==> config.mk <==
export PLATFORM = sky130hd
export DESIGN_NAME = sbs_byte_shifter
export DESIGN_NICKNAME = d
export VERILOG_FILES = /design/src/core/sbs_pkg.sv /design/src/core/sbs_stream_if.sv /design/src/core/sbs_rate_div.sv /design/src/core/sbs_fifo.sv /design/src/core/sbs_byte_shifter.sv
export VERILOG_INCLUDE_DIRS = /design/src /design/src/core
export SDC_FILE = /design/constraint.sdc
export NUM_CORES = 1
export LEC_CHECK = 0
export ABC_AREA = 1
export BUFFER_PORTS_ARGS = -buffer_cell sky130_fd_sc_hd__buf_2
export CAP_MARGIN = 10
export CORE_UTILIZATION = 55
export CTS_BUF_LIST = sky130_fd_sc_hd__clkbuf_8 sky130_fd_sc_hd__clkbuf_16
export DETAILED_ROUTE_END_ITERATION = 12
export PLACE_DENSITY = 0.81
export SLEW_MARGIN = 20
export SYNTH_ARGS = -nofsm -noshare
export SYNTH_HDL_FRONTEND = slang
export SYNTH_HIERARCHICAL = 1
export SYNTH_SLANG_ARGS = --single-unit
export TNS_END_PERCENT = 20
==> constraint.sdc <==
create_clock -name MCLK -period 6.7 [get_ports MCLK]
set_input_delay 0.67 -clock MCLK [delete_from_list [all_inputs] [get_ports MCLK]]
set_output_delay 0.67 -clock MCLK [all_outputs]
set_load 0.01 [all_outputs]
==> src/core/sbs_cfg.svh <==
// sizes, field values and timing counts of the byte shifter
`ifndef SBS_CFG_SVH
`define SBS_CFG_SVH

// data path
`define SBS_DATA_W 8
`define SBS_FIFO_DEPTH 32

// sck half periods in system clocks, indexed {double, rate[1:0]}
`define SBS_HALF_W 7
`define SBS_HALF_R0 7'h02
`define SBS_HALF_R1 7'h08
`define SBS_HALF_R2 7'h20
`define SBS_HALF_R3 7'h40
`define SBS_HALF_R4 7'h01
`define SBS_HALF_R5 7'h04
`define SBS_HALF_R6 7'h10
`define SBS_HALF_R7 7'h20

// edge and bit counts of one byte
`define SBS_CTL_LAST_EDGE 4'hF
`define SBS_TGT_LAST_BIT 4'h7

// synchroniser reset value, order {mosi, ss, sck}
`define SBS_SYNC_RST 3'h2

// least sck phase the far controller must keep, in system clocks
`define SBS_SCK_MIN_PHASE 2

`endif

==> src/core/sbs_pkg.sv <==
// types shared by the byte shifter modules
package sbs_pkg;

   // controller sequencer, gray coded along idle-hold-run
   typedef enum logic [1:0] {
      SBS_IDLE = 2'b00,
      SBS_HOLD = 2'b01,
      SBS_RUN = 2'b11
   } sbs_state_t;

   typedef logic [7:0] sbs_byte_t;

endpackage

==> src/core/sbs_stream_if.sv <==
// valid/ready byte stream between shifter and receive fifo
`timescale 1ns/10ps
`default_nettype none

interface sbs_stream_if #(parameter int W = 8);
   logic valid;
   logic ready;
   logic [W-1:0] data;
   modport src (output valid, output data, input ready);
   modport snk (input valid, input data, output ready);
endinterface

`default_nettype wire

==> src/core/sbs_rate_div.sv <==
// sck half-period divider giving one-cycle tick pulses
`timescale 1ns/10ps
`default_nettype none

module sbs_rate_div #(
   parameter int CW = 7
) (
   input wire logic clk,
   input wire logic rst,
   input wire logic run,
   input wire logic [CW-1:0] half,
   output logic tick
);

   logic [CW-1:0] cnt;

   // tick on the last count of each half period
   assign tick = run && (cnt == half - {{(CW-1){1'b0}}, 1'b1});

   // count restarts whenever the clock generator halts
   always_ff @(posedge clk or posedge rst) begin
      if (rst) begin
         cnt <= '0;
      end else if (!run || tick) begin
         cnt <= '0;
      end else begin
         cnt <= cnt + {{(CW-1){1'b0}}, 1'b1};
      end
   end

endmodule

`default_nettype wire

==> src/core/sbs_fifo.sv <==
// receive fifo with parameter width and depth
`timescale 1ns/10ps
`default_nettype none

module sbs_fifo #(
   parameter int W = 8,
   parameter int D = 32
) (
   input wire logic clk,
   input wire logic rst,
   sbs_stream_if.snk wr,
   output logic rd_valid,
   input wire logic rd_ready,
   output logic [W-1:0] rd_data
);

   localparam int AW = $clog2(D);

   logic [W-1:0] mem [D];
   logic [AW:0] wp;
   logic [AW:0] rp;
   wire full;
   wire empty;
   wire push;
   wire pop;

   // pointers carry one wrap bit for honest full and empty
   assign full = (wp[AW] != rp[AW]) && (wp[AW-1:0] == rp[AW-1:0]);
   assign empty = (wp == rp);
   assign push = wr.valid && !full;
   assign pop = !empty && rd_ready;
   assign wr.ready = !full;
   assign rd_valid = !empty;
   assign rd_data = mem[rp[AW-1:0]];

   // pointer update
   always_ff @(posedge clk or posedge rst) begin
      if (rst) begin
         wp <= '0;
         rp <= '0;
      end else begin
         if (push) wp <= wp + 1'b1;
         if (pop) rp <= rp + 1'b1;
      end
   end

   // storage
   always_ff @(posedge clk) begin
      if (push) mem[wp[AW-1:0]] <= wr.data;
   end

endmodule

`default_nettype wire

==> src/core/sbs_byte_shifter.sv <==
// byte serial port working as controller or target, with receive fifo
//
// Operation
// RULE_01: data write starts clock, shifts eight bits
// RULE_02: clock halts after byte, done flag set
// RULE_03: done flag with enable raises interrupt
// RULE_04: software drives select line in controller mode
// RULE_05: controller writes next byte or ends packet
// RULE_06: last received byte held in buffer
// RULE_07: target idle, data out tri-stated, select high
// RULE_08: target accepts writes while select high
// RULE_09: target sets done flag after full byte
// RULE_10: target may load next byte before reading
// RULE_11: no new byte until shift completes
// RULE_12: receive byte must be read before next
// RULE_13: far clock phases exceed two system clocks
// RULE_14: enabled port overrides pin directions by mode
// RULE_15: controller selects target low, releases high
// RULE_16: power reduce bit must be zero
// RULE_17: seven distinct controller bit rates
// RULE_18: double speed runs sck at half clock
// RULE_19: bit order selectable, lsb or msb first
// RULE_20: write during transfer sets collision flag
// RULE_21: full duplex, both data lines per edge
// RULE_22: completion interrupt wakes from idle
// RULE_23: select high resets target shift logic
// RULE_24: select low as input forces target mode
// RULE_25: done cleared by vector or status-data access
// RULE_26: setup one edge, sample opposite, polarity, phase
// RULE_27: target clock and select double synchronised
`include "sbs_cfg.svh"
`timescale 1ns/10ps
`default_nettype none

module sbs_byte_shifter import sbs_pkg::*; #(
   parameter int FIFO_DEPTH = `SBS_FIFO_DEPTH
) (
   input wire logic MCLK,
   input wire logic RESET,
   input wire logic PORT_EN,
   input wire logic POWER_REDUCE,
   input wire logic IRQ_EN,
   input wire logic LSB_FIRST,
   input wire logic CLK_POL,
   input wire logic CLK_PHA,
   input wire logic [1:0] RATE_SEL,
   input wire logic DOUBLE_SPEED,
   input wire logic MODE_WR,
   input wire logic MODE_VAL,
   input wire logic DIR_MOSI,
   input wire logic DIR_MISO,
   input wire logic DIR_SCK,
   input wire logic DIR_SS,
   input wire logic DATA_WR,
   input wire logic [7:0] DATA_WDATA,
   input wire logic DATA_RD,
   input wire logic STATUS_RD,
   input wire logic IRQ_ACK,
   input wire logic SCK_I,
   output logic SCK_O,
   output logic SCK_OE_N,
   input wire logic MOSI_I,
   output logic MOSI_O,
   output logic MOSI_OE_N,
   input wire logic MISO_I,
   output logic MISO_O,
   output logic MISO_OE_N,
   input wire logic SS_I,
   output logic [7:0] RX_DATA,
   output logic DONE_FLAG,
   output logic COLLISION_FLAG,
   output logic IRQ,
   output logic CONTROLLER_MODE,
   output logic BUSY,
   output logic RX_STREAM_VALID,
   input wire logic RX_STREAM_READY,
   output logic [7:0] RX_STREAM_DATA
);

   // ***************************************************
   // state and wires
   // ***************************************************
   localparam logic [`SBS_HALF_W-1:0] HALF_TAB [8] = '{
      `SBS_HALF_R0, `SBS_HALF_R1, `SBS_HALF_R2, `SBS_HALF_R3,
      `SBS_HALF_R4, `SBS_HALF_R5, `SBS_HALF_R6, `SBS_HALF_R7};

   sbs_state_t state;
   sbs_state_t next_state;
   sbs_byte_t shreg;
   sbs_byte_t rx_buf;
   logic [3:0] cnt;
   logic [3:0] next_cnt;
   logic controller_select_bit;
   logic done;
   logic write_collision_flag;
   logic status_seen;
   logic sck_lvl;
   logic out_bit;
   logic [2:0] sync1;
   logic [2:0] sync2;
   logic sck_s3;
   logic tick;

   wire en;
   wire ss_hi;
   wire sck_s2;
   wire mosi_s2;
   wire ctl_run;
   wire ctl_edge;
   wire tgt_act;
   wire tgt_edge;
   wire edge_ev;
   wire leading;
   wire sample_ev;
   wire setup_ev;
   wire in_bit;
   wire [7:0] shifted;
   wire [7:0] rx_next;
   wire done_ctl;
   wire done_tgt;
   wire done_any;
   wire busy;
   wire wr_ok;
   wire fallback;
   wire flag_clr;
   wire fifo_ready;
   wire [`SBS_HALF_W-1:0] half;

   sbs_stream_if #(.W(8)) push_if ();

   // ***************************************************
   // enable, synchronised pins, rate selection
   // ***************************************************
   assign en = PORT_EN && !POWER_REDUCE;
   assign sck_s2 = sync2[0];
   assign ss_hi = sync2[1];
   assign mosi_s2 = sync2[2];
   assign half = HALF_TAB[{DOUBLE_SPEED, RATE_SEL}]; // [RULE_17] [RULE_18]

   // two-stage synchroniser on sck, select and mosi
   always_ff @(posedge MCLK or posedge RESET) begin // [RULE_27] [RULE_13]
      if (RESET) begin
         sync1 <= `SBS_SYNC_RST;
         sync2 <= `SBS_SYNC_RST;
         sck_s3 <= 1'b0;
      end else begin
         sync1 <= {MOSI_I, SS_I, SCK_I};
         sync2 <= sync1;
         sck_s3 <= sync2[0];
      end
   end

   sbs_rate_div #(.CW(`SBS_HALF_W)) u_div (
      .clk(MCLK),
      .rst(RESET),
      .run(ctl_run),
      .half(half),
      .tick(tick)
   );

   // ***************************************************
   // edge decoding for both modes
   // ***************************************************
   assign ctl_run = en && controller_select_bit && (state == SBS_RUN);
   assign ctl_edge = ctl_run && tick;
   assign tgt_act = en && !controller_select_bit && !ss_hi; // [RULE_07]
   assign tgt_edge = tgt_act && (sck_s2 != sck_s3);
   assign edge_ev = ctl_edge || tgt_edge;
   assign leading = controller_select_bit ? !cnt[0] : (sck_s2 != CLK_POL);
   assign sample_ev = edge_ev && (leading != CLK_PHA); // [RULE_26]
   assign setup_ev = edge_ev && (leading == CLK_PHA); // [RULE_26]
   assign in_bit = controller_select_bit ? MISO_I : mosi_s2; // [RULE_21]
   assign shifted = LSB_FIRST ? {in_bit, shreg[7:1]} // [RULE_19]
                              : {shreg[6:0], in_bit};
   assign rx_next = sample_ev ? shifted : shreg;

   // completion, busy and write acceptance
   assign done_ctl = ctl_edge && (cnt == `SBS_CTL_LAST_EDGE); // [RULE_02]
   assign done_tgt = tgt_edge && sample_ev
                     && (cnt == `SBS_TGT_LAST_BIT); // [RULE_09]
   assign done_any = done_ctl || done_tgt;
   assign busy = controller_select_bit ? (state != SBS_IDLE) : (tgt_act && cnt != 4'h0);
   assign wr_ok = DATA_WR && en && !busy; // [RULE_11] [RULE_08] [RULE_10]
   assign fallback = en && controller_select_bit && !DIR_SS && !SS_I; // [RULE_24]
   assign flag_clr = status_seen && (DATA_WR || DATA_RD); // [RULE_25]
   assign fifo_ready = push_if.ready;

   // ***************************************************
   // controller sequencer
   // ***************************************************
   always_comb begin
      next_state = state;
      unique case (state)
         SBS_IDLE: begin
            if (wr_ok && controller_select_bit) next_state = SBS_HOLD; // [RULE_01]
         end
         SBS_HOLD: begin
            if (fifo_ready) next_state = SBS_RUN;
         end
         SBS_RUN: begin
            if (done_ctl) next_state = SBS_IDLE; // [RULE_02]
         end
         default: next_state = SBS_IDLE;
      endcase
      if (!en || !controller_select_bit || fallback) next_state = SBS_IDLE;
   end

   // edge counter: all edges as controller, sample edges as target
   always_comb begin
      next_cnt = cnt;
      if (!en || (!controller_select_bit && ss_hi) || (controller_select_bit && state != SBS_RUN)) begin
         next_cnt = 4'h0; // [RULE_23]
      end else if (ctl_edge) begin
         next_cnt = cnt + 4'h1;
      end else if (tgt_edge && sample_ev) begin
         next_cnt = done_tgt ? 4'h0 : cnt + 4'h1;
      end
   end

   // state and counter registers
   always_ff @(posedge MCLK or posedge RESET) begin
      if (RESET) begin
         state <= SBS_IDLE;
         cnt <= 4'h0;
      end else begin
         state <= next_state;
         cnt <= next_cnt;
      end
   end

   // ***************************************************
   // shift register and data output bit
   // ***************************************************
   always_ff @(posedge MCLK or posedge RESET) begin
      if (RESET) begin
         shreg <= 8'h00;
         out_bit <= 1'b0;
      end else if (wr_ok) begin
         shreg <= DATA_WDATA;
         out_bit <= LSB_FIRST ? DATA_WDATA[0] : DATA_WDATA[7];
      end else begin
         if (sample_ev) shreg <= shifted; // [RULE_21]
         if (setup_ev || (!controller_select_bit && ss_hi)) begin
            out_bit <= LSB_FIRST ? shreg[0] : shreg[7];
         end
      end
   end

   // controller clock level, idle at the chosen polarity
   always_ff @(posedge MCLK or posedge RESET) begin
      if (RESET) begin
         sck_lvl <= 1'b0;
      end else if (!ctl_run) begin
         sck_lvl <= CLK_POL; // [RULE_26]
      end else if (ctl_edge) begin
         sck_lvl <= !sck_lvl;
      end
   end

   // receive buffer, overwritten by every completed byte
   always_ff @(posedge MCLK or posedge RESET) begin
      if (RESET) begin
         rx_buf <= 8'h00;
      end else if (done_any) begin
         rx_buf <= rx_next; // [RULE_06] [RULE_12]
      end
   end

   // ***************************************************
   // mode bit and status flags
   // ***************************************************
   always_ff @(posedge MCLK or posedge RESET) begin
      if (RESET) begin
         controller_select_bit <= 1'b0;
      end else if (fallback) begin
         controller_select_bit <= 1'b0; // [RULE_24]
      end else if (MODE_WR) begin
         controller_select_bit <= MODE_VAL;
      end
   end

   // flags: a new set of done or collision wins over a clear in the same cycle
   always_ff @(posedge MCLK or posedge RESET) begin
      if (RESET) begin
         done <= 1'b0;
         write_collision_flag <= 1'b0;
         status_seen <= 1'b0;
      end else begin
         done <= done_any || fallback
                 || (done && !flag_clr && !IRQ_ACK); // [RULE_25]
         write_collision_flag <= (DATA_WR && en && busy) || (write_collision_flag && !flag_clr); // [RULE_20]
         if (DATA_WR || DATA_RD) begin
            status_seen <= 1'b0;
         end else if (STATUS_RD && (done || write_collision_flag)) begin
            status_seen <= 1'b1;
         end
      end
   end

   // ***************************************************
   // receive stream fifo
   // ***************************************************
   assign push_if.valid = done_any;
   assign push_if.data = rx_next;

   sbs_fifo #(.W(8), .D(FIFO_DEPTH)) u_fifo (
      .clk(MCLK),
      .rst(RESET),
      .wr(push_if),
      .rd_valid(RX_STREAM_VALID),
      .rd_ready(RX_STREAM_READY),
      .rd_data(RX_STREAM_DATA)
   );

   // ***************************************************
   // pins and status outputs
   // ***************************************************
   assign SCK_O = sck_lvl;
   assign MOSI_O = out_bit;
   assign MISO_O = out_bit;
   assign SCK_OE_N = !(en && controller_select_bit && DIR_SCK); // [RULE_14]
   assign MOSI_OE_N = !(en && controller_select_bit && DIR_MOSI); // [RULE_14]
   assign MISO_OE_N = !(tgt_act && DIR_MISO); // [RULE_14] [RULE_07]
   assign RX_DATA = rx_buf;
   assign DONE_FLAG = done;
   assign COLLISION_FLAG = write_collision_flag;
   assign IRQ = done && IRQ_EN; // [RULE_03] [RULE_22]
   assign CONTROLLER_MODE = controller_select_bit;
   assign BUSY = busy;
endmodule

`default_nettype wire

**Word-level counts from Yosys, hierarchy flattened**

Memory sizes are Yosys's and may differ from the RTL's.
Index checks and enable logic that the tools add are counted.

- $lt $le $gt $ge: 1
- Reductions and logical operators: 72
- Equal/unequal tests: 17
- $add $sub $neg: 5
- $mul: 0
- Bitwise logic cells: 1
- Div/mod/pow operators: 0
- Muxes and demuxes: 30
- Shift-type cells: 0

Operator list:

| kind | number |
|---|---|
| $logic_and 1x1->1 | 34 |
| $mux 8 | 3 |
| $mux 7 | 3 |
| $logic_not 1->1 | 17 |
| $mux 4 | 4 |
| $mux 1 | 15 |
| $logic_or 1x1->1 | 13 |
| $add 6x1->6 const B | 2 |
| $mux 2 | 4 |
| $reduce_bool 2->1 | 4 |
| $add 7x1->7 const B | 1 |
| $eq 7x7->1 | 1 |
| $sub 7x1->7 const B | 1 |
| $eq 6x6->1 | 1 |
| $ne 3x3->1 const B | 2 |
| $pmux 2 s3 | 1 |
| $eq 5x5->1 | 1 |
| $add 4x1->4 const B | 1 |
| $eq 4x3->1 const B | 1 |
| $eq 4x4->1 const B | 1 |
| $ge 4x4->1 const B | 1 |
| $ne 1x1->1 | 4 |
| $not 3->4 | 1 |
| $reduce_bool 4->1 | 1 |
| 9 further kinds | 9 |

- Latch bits: 0
- Memories: 2
- Output and inout bits: 28
- Memory bits (read-only): 56
- Input bits: 34
- Memory bits (writable): 256
- Logic and storage cells: 144
- Flip-flop bits (word level): 54

Memory list:

| memory | words | width | rd ports | clocked after Yosys merged registers in | write ports | RTL line | RTL |
|---|---|---|---|---|---|---|---|
| u_fifo.mem | 32 | 8 | 1 | 0 | 1 | sbs_fifo.sv:19 | `logic [W-1:0] mem [D];` |
| (no name shown) | 8 | 7 | 1 | 0 | 0 | sbs_byte_shifter.sv:138 | `assign half = HALF_TAB[{DOUBLE_SPEED, RATE_SEL}];` |

**Longest topological paths before layout**

Gate-level depths: netlist of run 1.

- Word-level depth: 16
- Mapped depth: 21
- Mapped depth without buffers: 20

**Modules after synthesis**

Netlist of run 1, hierarchy kept.

Modules (own cells, without submodules):

| module | area each (um2) | seq. area each (um2) | cells each | times used |
|---|---|---|---|---|
| sbs_fifo | 11278.3 | 7987.7 | 1031 | 1 |
| sbs_byte_shifter | 2024.4 | 878.3 | 272 | 1 |
| sbs_rate_div | 600.6 | 175.2 | 97 | 1 |

**Least setup slack after synthesis of run 1**

Ideal clock, no wire load.

- Kind: in2reg
- From: in RATE_SEL[1]
- To: mem u_fifo.mem[10][0] (enable)
- Data arrival time: 3.233 ns
- Stages on the path: 20
- Required time: 6.330 ns
- Buffers on the path: 3
- Library setup time: 0.370 ns
- Slack: 3.096 ns
- Cells stage by stage: nor3_1 inv_1 ha_1 inv_1 nand2_1 nand2_1 nor2_1 nand3_1 nor2_1 nand2_2 nor2_1 nand2_4 inv_1 nand2_1 buf_4 nand2_2 nand2_2 buf_6 buf_6 nor2_1

- Cells in the longest elaborated chain, start to end: 16
- Elaborated cells on any way between the ends: 17
- Classes of those cells: add/sub: 1; eq/ne: 1; mux: 4; bitwise: 1; reduce/logical: 9; memory: 1

RTL lines:

| item | RTL line | RTL |
|---|---|---|
| from (decl) | sbs_byte_shifter.sv:46 | `input wire logic [1:0] RATE_SEL,` |
| $not 3->4 (not written as such) * | sbs_byte_shifter.sv:138 |  |
| $mem_v2 8x7 * | -- |  |
| $mux 7 (not written as such) * (2 in a row) | sbs_byte_shifter.sv:138 |  |
| $sub 7x1->7 * | sbs_rate_div.sv:18 | `assign tick = run && (cnt == half - {{(CW-1){1'b0}}, 1'b1});` |
| $eq 7x7->1 * | sbs_rate_div.sv:18 |  |
| $logic_and 1x1->1 * | sbs_rate_div.sv:18 |  |
| via tick | sbs_byte_shifter.sv:102 | `logic tick;` |
| $logic_and 1x1->1 * | sbs_byte_shifter.sv:165 | `assign ctl_edge = ctl_run && tick;` |
| $logic_or 1x1->1 | sbs_byte_shifter.sv:168 | `assign edge_ev = ctl_edge \|\| tgt_edge;` |
| $logic_and 1x1->1 | sbs_byte_shifter.sv:170 | `assign sample_ev = edge_ev && (leading != CLK_PHA);` |
| $logic_and 1x1->1 (2 in a row) | sbs_byte_shifter.sv:179 | `assign done_tgt = tgt_edge && sample_ev` |
| $logic_or 1x1->1 * | sbs_byte_shifter.sv:181 | `assign done_any = done_ctl \|\| done_tgt;` |
| via done_any | sbs_byte_shifter.sv:121 | `wire done_any;` |
| $logic_and 1x1->1 * | sbs_fifo.sv:30 | `assign push = wr.valid && !full;` |
| $mux 1 * | sbs_fifo.sv:49 | `if (push) mem[wp[AW-1:0]] <= wr.data;` |
| $mux 1 (not written as such) * | sbs_fifo.sv:49 |  |
| to (decl) | sbs_fifo.sv:19 |  |

Mark *: on every way through the listed nets, which the timed path passes. The rest lies on a longest branch. The select of a mux whose other input is x is not followed.

**Worst setup path in the final report of run 1**

- From: in DOUBLE_SPEED
- To: mem u_fifo.mem[9][7] (enable)

- Cells in the longest elaborated chain, start to end: 16
- Elaborated cells on any way between the ends: 17
- Classes of those cells: add/sub: 1; eq/ne: 1; mux: 4; bitwise: 1; reduce/logical: 9; memory: 1

RTL lines:

| item | RTL line | RTL |
|---|---|---|
| from (decl) | sbs_byte_shifter.sv:47 | `input wire logic DOUBLE_SPEED,` |
| $not 3->4 (not written as such) * | sbs_byte_shifter.sv:138 |  |
| $mem_v2 8x7 * | -- |  |
| $mux 7 (not written as such) * (2 in a row) | sbs_byte_shifter.sv:138 |  |
| via half[0] | sbs_byte_shifter.sv:127 | `` wire [`SBS_HALF_W-1:0] half; `` |
| $sub 7x1->7 * | sbs_rate_div.sv:18 |  |
| $eq 7x7->1 * | sbs_rate_div.sv:18 |  |
| $logic_and 1x1->1 * | sbs_rate_div.sv:18 |  |
| via tick | sbs_byte_shifter.sv:102 |  |
| $logic_and 1x1->1 * | sbs_byte_shifter.sv:165 |  |
| $logic_or 1x1->1 | sbs_byte_shifter.sv:168 |  |
| $logic_and 1x1->1 | sbs_byte_shifter.sv:170 |  |
| $logic_and 1x1->1 (2 in a row) | sbs_byte_shifter.sv:179 |  |
| $logic_or 1x1->1 * | sbs_byte_shifter.sv:181 |  |
| via done_any | sbs_byte_shifter.sv:121 |  |
| $logic_and 1x1->1 * | sbs_fifo.sv:30 |  |
| $mux 1 * | sbs_fifo.sv:49 |  |
| $mux 1 (not written as such) * | sbs_fifo.sv:49 |  |

Marked as above.

==> results.json, run 1 <==
{
  "status": "completed",
  "avgSynthCellArea_sq_um": 9.93,
  "grt_max_degree": 108,
  "cts_buffers": 30,
  "pre_cts_ws_ns": 1.67,
  "post-route-period-util_pct": 67.6,
  "use_met2_pct": 40.8,
  "root_buffer": "clkbuf_16",
  "wl_per_cell_um": 18.2,
  "fin_crit_ns": 4.53,
  "worstPathRequired_ns": 6.88,
  "powerDensity_nw_per_um2": 268,
  "synth_cell_type_count": 35,
  "setup.worst_path.end_class": "flip-flop",
  "cts_tree": "done",
  "holdWs_ns": 0.0691,
  "arrival_ns": 4.71,
  "seq_area_frac_synth_pct": 65.0,
  "p_leak_nw": 6.39,
  "grt_pass1_wl_um": 50700,
  "slew_headroom_pct": 28.5,
  "dpl.hpwl_um": 20000,
  "grt-ovfl-total": 0,
  "holdCritPathClass": "primary input to async pin",
  "clockBufferDepth": 3,
  "cpPeakStageDelay_ns": 0.78,
  "nets": 1486,
  "setup-violations-final": 0,
  "met1_usage_pct": 34.8,
  "antenna_cells": 0,
  "yosysWarningCount": 6,
  "drive_gt1_share_pct": 10.6,
  "crit_chain": "buf_2 > inv_1 > nor3_1 > inv_1 > ha_1 > inv_1 > nand2_1 > nand2_1 > nor2_1 > nand3_1 > nor2_1 > nand2_2 > nor2_1 > nand2_4 > nand2_4 > nand4_1 > nand2_2 > nand2_2 > nor2_1",
  "drv_slew": 0,
  "synthArstFlopShare_pct": 17.4,
  "fin_cells": 1791,
  "ctsResizeCount": 0,
  "maxCapViolations": 0,
  "coreArea_sq_um": 24500,
  "syn_area_sq_um": 13900,
  "clk_latency_ns": 0.56,
  "area_delta_synth_final_pct": 10.7,
  "die-width_um": 161,
  "yosys.area.top_type": "edfxtp_1",
  "synth_nets": 1443,
  "skew_ns": 0.0168,
  "design_area_sq_um": 15400,
  "crit_type": "primary input to flip-flop",
  "synth_flop_cell": "edfxtp_1",
  "synth_cells": 1400,
  "fin_ws_ns": 2.17,
  "drcViolationCount": 0,
  "place_area_sq_um": 14400,
  "yosysTopAreaCellShare_pct": 55.3,
  "num_rows": 57,
  "initial_utilization_pct": 56.7,
  "critPathLaunchType": "primary input",
  "clock_sinks": 310,
  "tns_ns": 0,
  "fmax_mhz": 221,
  "synth_seq_cells": 310,
  "pin_count": 62,
  "io_buffers": 61,
  "hold_viol_final": 0,
  "viasPerCell": 5.68,
  "synth_area_leaders": "edfxtp_1 55%, nand2_1 16%, dfrtp_1 9.4%",
  "num_vias": 10200,
  "irDropWorstVdd_mv": 0.252,
  "synth_edf_count": 256,
  "ant_nets": 0,
  "slowest_stage": "nor2_1",
  "dpl.cell_count": 1735,
  "rsz0062_at_grt": "false",
  "gp_congestion": 0.922,
  "dieArea_sq_um": 25900,
  "routed_wl_um": 32700,
  "synthTopCellsByCount": "577 x nand2_1, 256 x edfxtp_1, 194 x nand3_1",
  "synth.most_common_cell": "nand2_1",
  "htreeDepth": 1,
  "drtPass1Iterations": 8,
  "cts_setup_buffers": 0,
  "grtUsageMet3_pct": 3.98,
  "tightest_slew_ns": 1.07,
  "drt_iter0_markers": 1166,
  "grt.total_usage_pct": 25.5,
  "die_y_um": 161,
  "grt_pass1_vias": 9662,
  "cpMostUsedCell": "nor2_1",
  "worstPathMaxFanout": 38,
  "antenna_found_initial": 0,
  "clk_pin_slew_ns": 0.06,
  "busiest_layer": "met2",
  "cts_hold_buf": 0
}
path summary, 6_finish.rpt:
check	startpoint	to	slack (ns)	depth (start not counted)
min reg2reg	sync1[2]	sync2[2]	0.35	0
max in group asynchronous	RESET	sync1[1]	6.12	3
min in group MCLK	MOSI_I	sync1[2]	0.21	1
min	RESET	u_div/cnt[3]	0.07	2
max	DOUBLE_SPEED	u_fifo/mem[9][7]	2.17	19
max reg2reg	u_div/cnt[3]	u_fifo/mem[9][7]	2.58	15
cells in the final DEF, fill, tap and decap left out, drive strengths merged:
| cell type | count |
|---|---|
| nor2b | 1 |
| ha | 9 |
| clkinvlp | 1 |
| inv | 71 |
| mux2i | 1 |
| clkbuf | 37 |
| dfrtp | 52 |
| nand2 | 587 |
| o21ai | 26 |
| a21oi | 37 |
| nor3 | 7 |
| bufinv | 2 |
| nor2 | 77 |
| edfxtp | 256 |
| a21boi | 1 |
| nand3 | 196 |
| dfstp | 2 |
| nand4 | 5 |
| xor2 | 13 |
| xnor2 | 5 |
| clkinv | 7 |
| buf | 74 |
layout make-up:
class	count	area, sq um
Multi-Input combinational cell	965	4310
Timing Repair Buffer	74	403
Tap cell	324	405
Clock inverter	19	144
Clock buffer	37	847
Inverter	62	234
Fill cell	1931	9140
Sequential cell	310	9040
through the flow:
stage | power [mW] | util (%)
floorplan | 2.37 | -
global placement | 2.51 | 58.7
detailed placement | 2.52 | 58.7
CTS | 4.14 | 62.7
global route | 4.24 | 62.7
finish | 4.13 | 62.7
critical path: cells and delay by family:
family | cells | cell delay (ns)
fa+ha+maj | 1 | 0.31
buf+inv | 4 | 0.37
simple gates | 14 | 3.33
routing by layer:
metal / part of all wire (%) / vias to the layer above / wire, um
met5: 0 / - / 0
met4: 4.2 / 0 / 1370
met3: 11 / 103 / 3460
li1: - / 4751 / -
met1: 39 / 4735 / 12800
met2: 46 / 585 / 15100
registers in the layout (all words and copies together), names as in the netlist:
register,count
COLLISION_FLAG,1
CONTROLLER_MODE,1
DONE_FLAG,1
MISO_O,1
RX_DATA,8
SCK_O,1
cnt,4
sck_s3,1
shreg,8
state,2
status_seen,1
sync1,3
sync2,3
u_div/cnt,7
u_fifo/mem,256
u_fifo/rp,6
u_fifo/wp,6
kinds of logic after synthesis:
kind of cell,share of synthesized area (%)
AOI/OAI and AO/OA,2.54
xor gates and xnor gates,1.13
adders and majority gates,0.810
buffers and inverters,3.96
DFF,65.0
muxes,0.0720
and+or+nand+nor,26.5
power by group:
group          switching (mW)  internal (mW)  total [mW]
sequential             0.0141           2.19        2.21
clock                   0.688          0.965        1.65
combinational           0.214         0.0549       0.269
Power figures use the tool's default switching activity.
==> run 2: changes to the inputs <==
--- a/config.mk
+++ b/config.mk
@@ -6,13 +6,13 @@
 export SDC_FILE = /design/constraint.sdc
 export NUM_CORES = 1
 export LEC_CHECK = 0
-export ABC_AREA = 1
+export ABC_AREA = 0
 export BUFFER_PORTS_ARGS = -buffer_cell sky130_fd_sc_hd__buf_2
 export CAP_MARGIN = 10
 export CORE_UTILIZATION = 55
 export CTS_BUF_LIST = sky130_fd_sc_hd__clkbuf_8 sky130_fd_sc_hd__clkbuf_16
 export DETAILED_ROUTE_END_ITERATION = 12
-export PLACE_DENSITY = 0.81
+export PLACE_DENSITY = 0.82
 export SLEW_MARGIN = 20
 export SYNTH_ARGS = -nofsm -noshare
 export SYNTH_HDL_FRONTEND = slang
==> constraint.sdc (replaced) <==
create_clock -name MCLK -period 4.2 [get_ports MCLK]
set_input_delay 0.42 -clock MCLK [delete_from_list [all_inputs] [get_ports MCLK]]
set_output_delay 0.42 -clock MCLK [all_outputs]
set_load 0.01 [all_outputs]
==> results.json, run 2 <==
{
  "yosys.area.top_type": "edfxtp_1",
  "die_y_um": 156,
  "grt_max_degree": 57,
  "synthArstFlopShare_pct": 17.4,
  "grt.total_usage_pct": 25.4,
  "setup-violations-final": 0,
  "holdCritPathClass": "primary input to flip-flop",
  "crit_chain": "buf_4 > mux4_2 > mux4_2 > mux2_2 > buf_2",
  "tns_ns": 0,
  "root_buffer": "clkbuf_16",
  "layout_common_cells": "256 x edfxtp_1, 80 x mux4_2, 61 x buf_2",
  "avgSynthCellArea_sq_um": 18.7,
  "grt-ovfl-total": 0,
  "slowest_stage": "dfrtp_4",
  "arrival_ns": 3.38,
  "syn_area_sq_um": 13000,
  "synth_cell_type_count": 63,
  "cpMostUsedCell": "mux4_2",
  "clockBufferDepth": 3,
  "synth_nets": 737,
  "synth_cells": 694,
  "htreeDepth": 1,
  "multi_input_area_sq_um": 4000,
  "grt_pass1_vias": 7241,
  "gp_congestion": 0.888,
  "post-route-period-util_pct": 90.5,
  "io_buffers": 61,
  "p_leak_nw": 5.28,
  "antenna_cells": 0,
  "num_vias": 6968,
  "slew_headroom_pct": 37.6,
  "cts_hold_buf": 4,
  "skew_ns": 0.0257,
  "viasPerCell": 6.15,
  "grt_pass1_wl_um": 44600,
  "design_area_sq_um": 15300,
  "dpl.hpwl_um": 19200,
  "power_mw": 8.82,
  "initial_utilization_pct": 56.8,
  "cpPeakStageDelay_ns": 0.84,
  "synth_edf_count": 256,
  "ctsResizeCount": 0,
  "routed_wl_um": 29300,
  "clock_sinks": 310,
  "coreArea_sq_um": 22900,
  "synth_area_leaders": "edfxtp_1 59%, mux4_2 14%, dfrtp_1 10%",
  "cts_setup_buffers": 0,
  "setup.worst_path.end_class": "primary output",
  "synthTopCellsByCount": "256 x edfxtp_1, 80 x mux4_2, 52 x dfrtp_1",
  "hold_viol_final": 0,
  "layout_commonest_cell": "edfxtp_1",
  "yosysWarningCount": 6,
  "irDropWorstVdd_mv": 0.390,
  "pin_count": 62,
  "cts_tree": "done",
  "yosysTopAreaCellShare_pct": 59.1,
  "antenna_found_initial": 0,
  "cts_buffers": 31,
  "drive_gt1_share_pct": 38.7,
  "rsz0062_at_grt": "false",
  "synth_flop_cell": "edfxtp_1",
  "critPathLaunchType": "flip-flop",
  "clk_pin_slew_ns": 0.07,
  "drv_slew": 0,
  "fin_crit_ns": 3.80,
  "drcViolationCount": 0,
  "ant_nets": 0,
  "maxCapViolations": 0,
  "area_delta_synth_final_pct": 17.4,
  "seq_area_frac_synth_pct": 69.5,
  "worstPathRequired_ns": 3.78,
  "largest_register_ffs": 256,
  "clk_latency_ns": 0.57,
  "drt_iter0_markers": 687,
  "crit_type": "flip-flop to primary output",
  "nets": 838,
  "tightest_slew_ns": 0.935,
  "num-fill-cells": 1459,
  "die-width_um": 156,
  "num_rows": 55,
  "dieArea_sq_um": 24300,
  "synth.most_common_cell": "edfxtp_1",
  "wl_per_cell_um": 25.8,
  "status": "completed",
  "synth_seq_cells": 310,
  "worstPathMaxFanout": 32,
  "place_area_sq_um": 14200,
  "drtPass1Iterations": 4,
  "powerDensity_nw_per_um2": 578,
  "fmax_mhz": 263,
  "layout.area.seq_sq_um": 9050
}
==> run 2: changes by cell type after synthesis, sizes merged, moves of 32 or more <==
cell and change:
nor2 -32, a21oi -34, nand2 -563, nand3 -184, mux2 +42, inv -45
mux4 +80
==> run 2: layer usage <==
layer | routed length [um] | global-route usage, % | vias to the layer above
li1 | - | - | 2989
met1 | 11500 | 34.6 | 3546
met2 | 14600 | 42.7 | 369
met3 | 2340 | 3.94 | 64
met4 | 855 | 7.28 | 0
met5 | 0 | 0 | -
==> run 2: critical path: cells and delay by family (launching register included) <==
family | cells | cell delay (ns)
muxes | 3 | 1.39
DFF | 1 | 0.84
buffers and inverters | 2 | 0.57
==> run 2: metrics by stage <==
stage,util (%),hold WS (ns),setup WS [ns],std cells
floorplan,-,0.223,-0.0836,694
global placement,61.9,0.333,0.0712,1071
detailed placement,61.9,0.335,-0.0490,1071
CTS,66.6,0.0238,0.367,1133
global route,66.6,0.0318,0.249,1133
finish,66.6,0.0394,0.398,1133
==> run 2: worst paths after layout <==
check | startpoint | depth (start not counted) | slack, ns | end
worst max-delay path | u_fifo/rp[0] | 5 | 0.40 | RX_STREAM_DATA[5]
max in group asynchronous | RESET | 4 | 3.10 | sync2[1]
worst max register to register | CONTROLLER_MODE | 12 | 0.66 | u_fifo/mem[26][0]
min in group asynchronous | RESET | 3 | 0.39 | u_div/cnt[0]
worst min-delay path | DATA_RD | 2 | 0.04 | status_seen
worst min register to register | sync1[2] | 0 | 0.35 | sync2[2]
==> run 2: report_power, final <==
part | switching (mW) | internal [mW]
Clock | 1.14 | 1.65
Sequential | 0.266 | 3.56
Combinational | 1.05 | 1.16
==> run 2: cells by family (layout without fill, tap and decap cells) <==
kind of cell	count (synthesis)	count (layout)	share of synthesized area (%)
compound gates	43	43	2.79
mux	129	129	18.3
buf+inv	47	173	1.75
flops	310	310	69.5
simple gates	125	125	4.75
fa+ha+maj	9	9	0.866
xor+xnor	31	31	2.09
==> run 2: final cells by class <==
type,instances,share of cell area (%)
Sequential cell,310,59.3
Multi-Input combinational cell,337,26.2
Clock buffer,34,5.35
Timing Repair Buffer,99,4.75
Tap cell,313,2.57
Clock inverter,24,1.51
Inverter,16,0.393
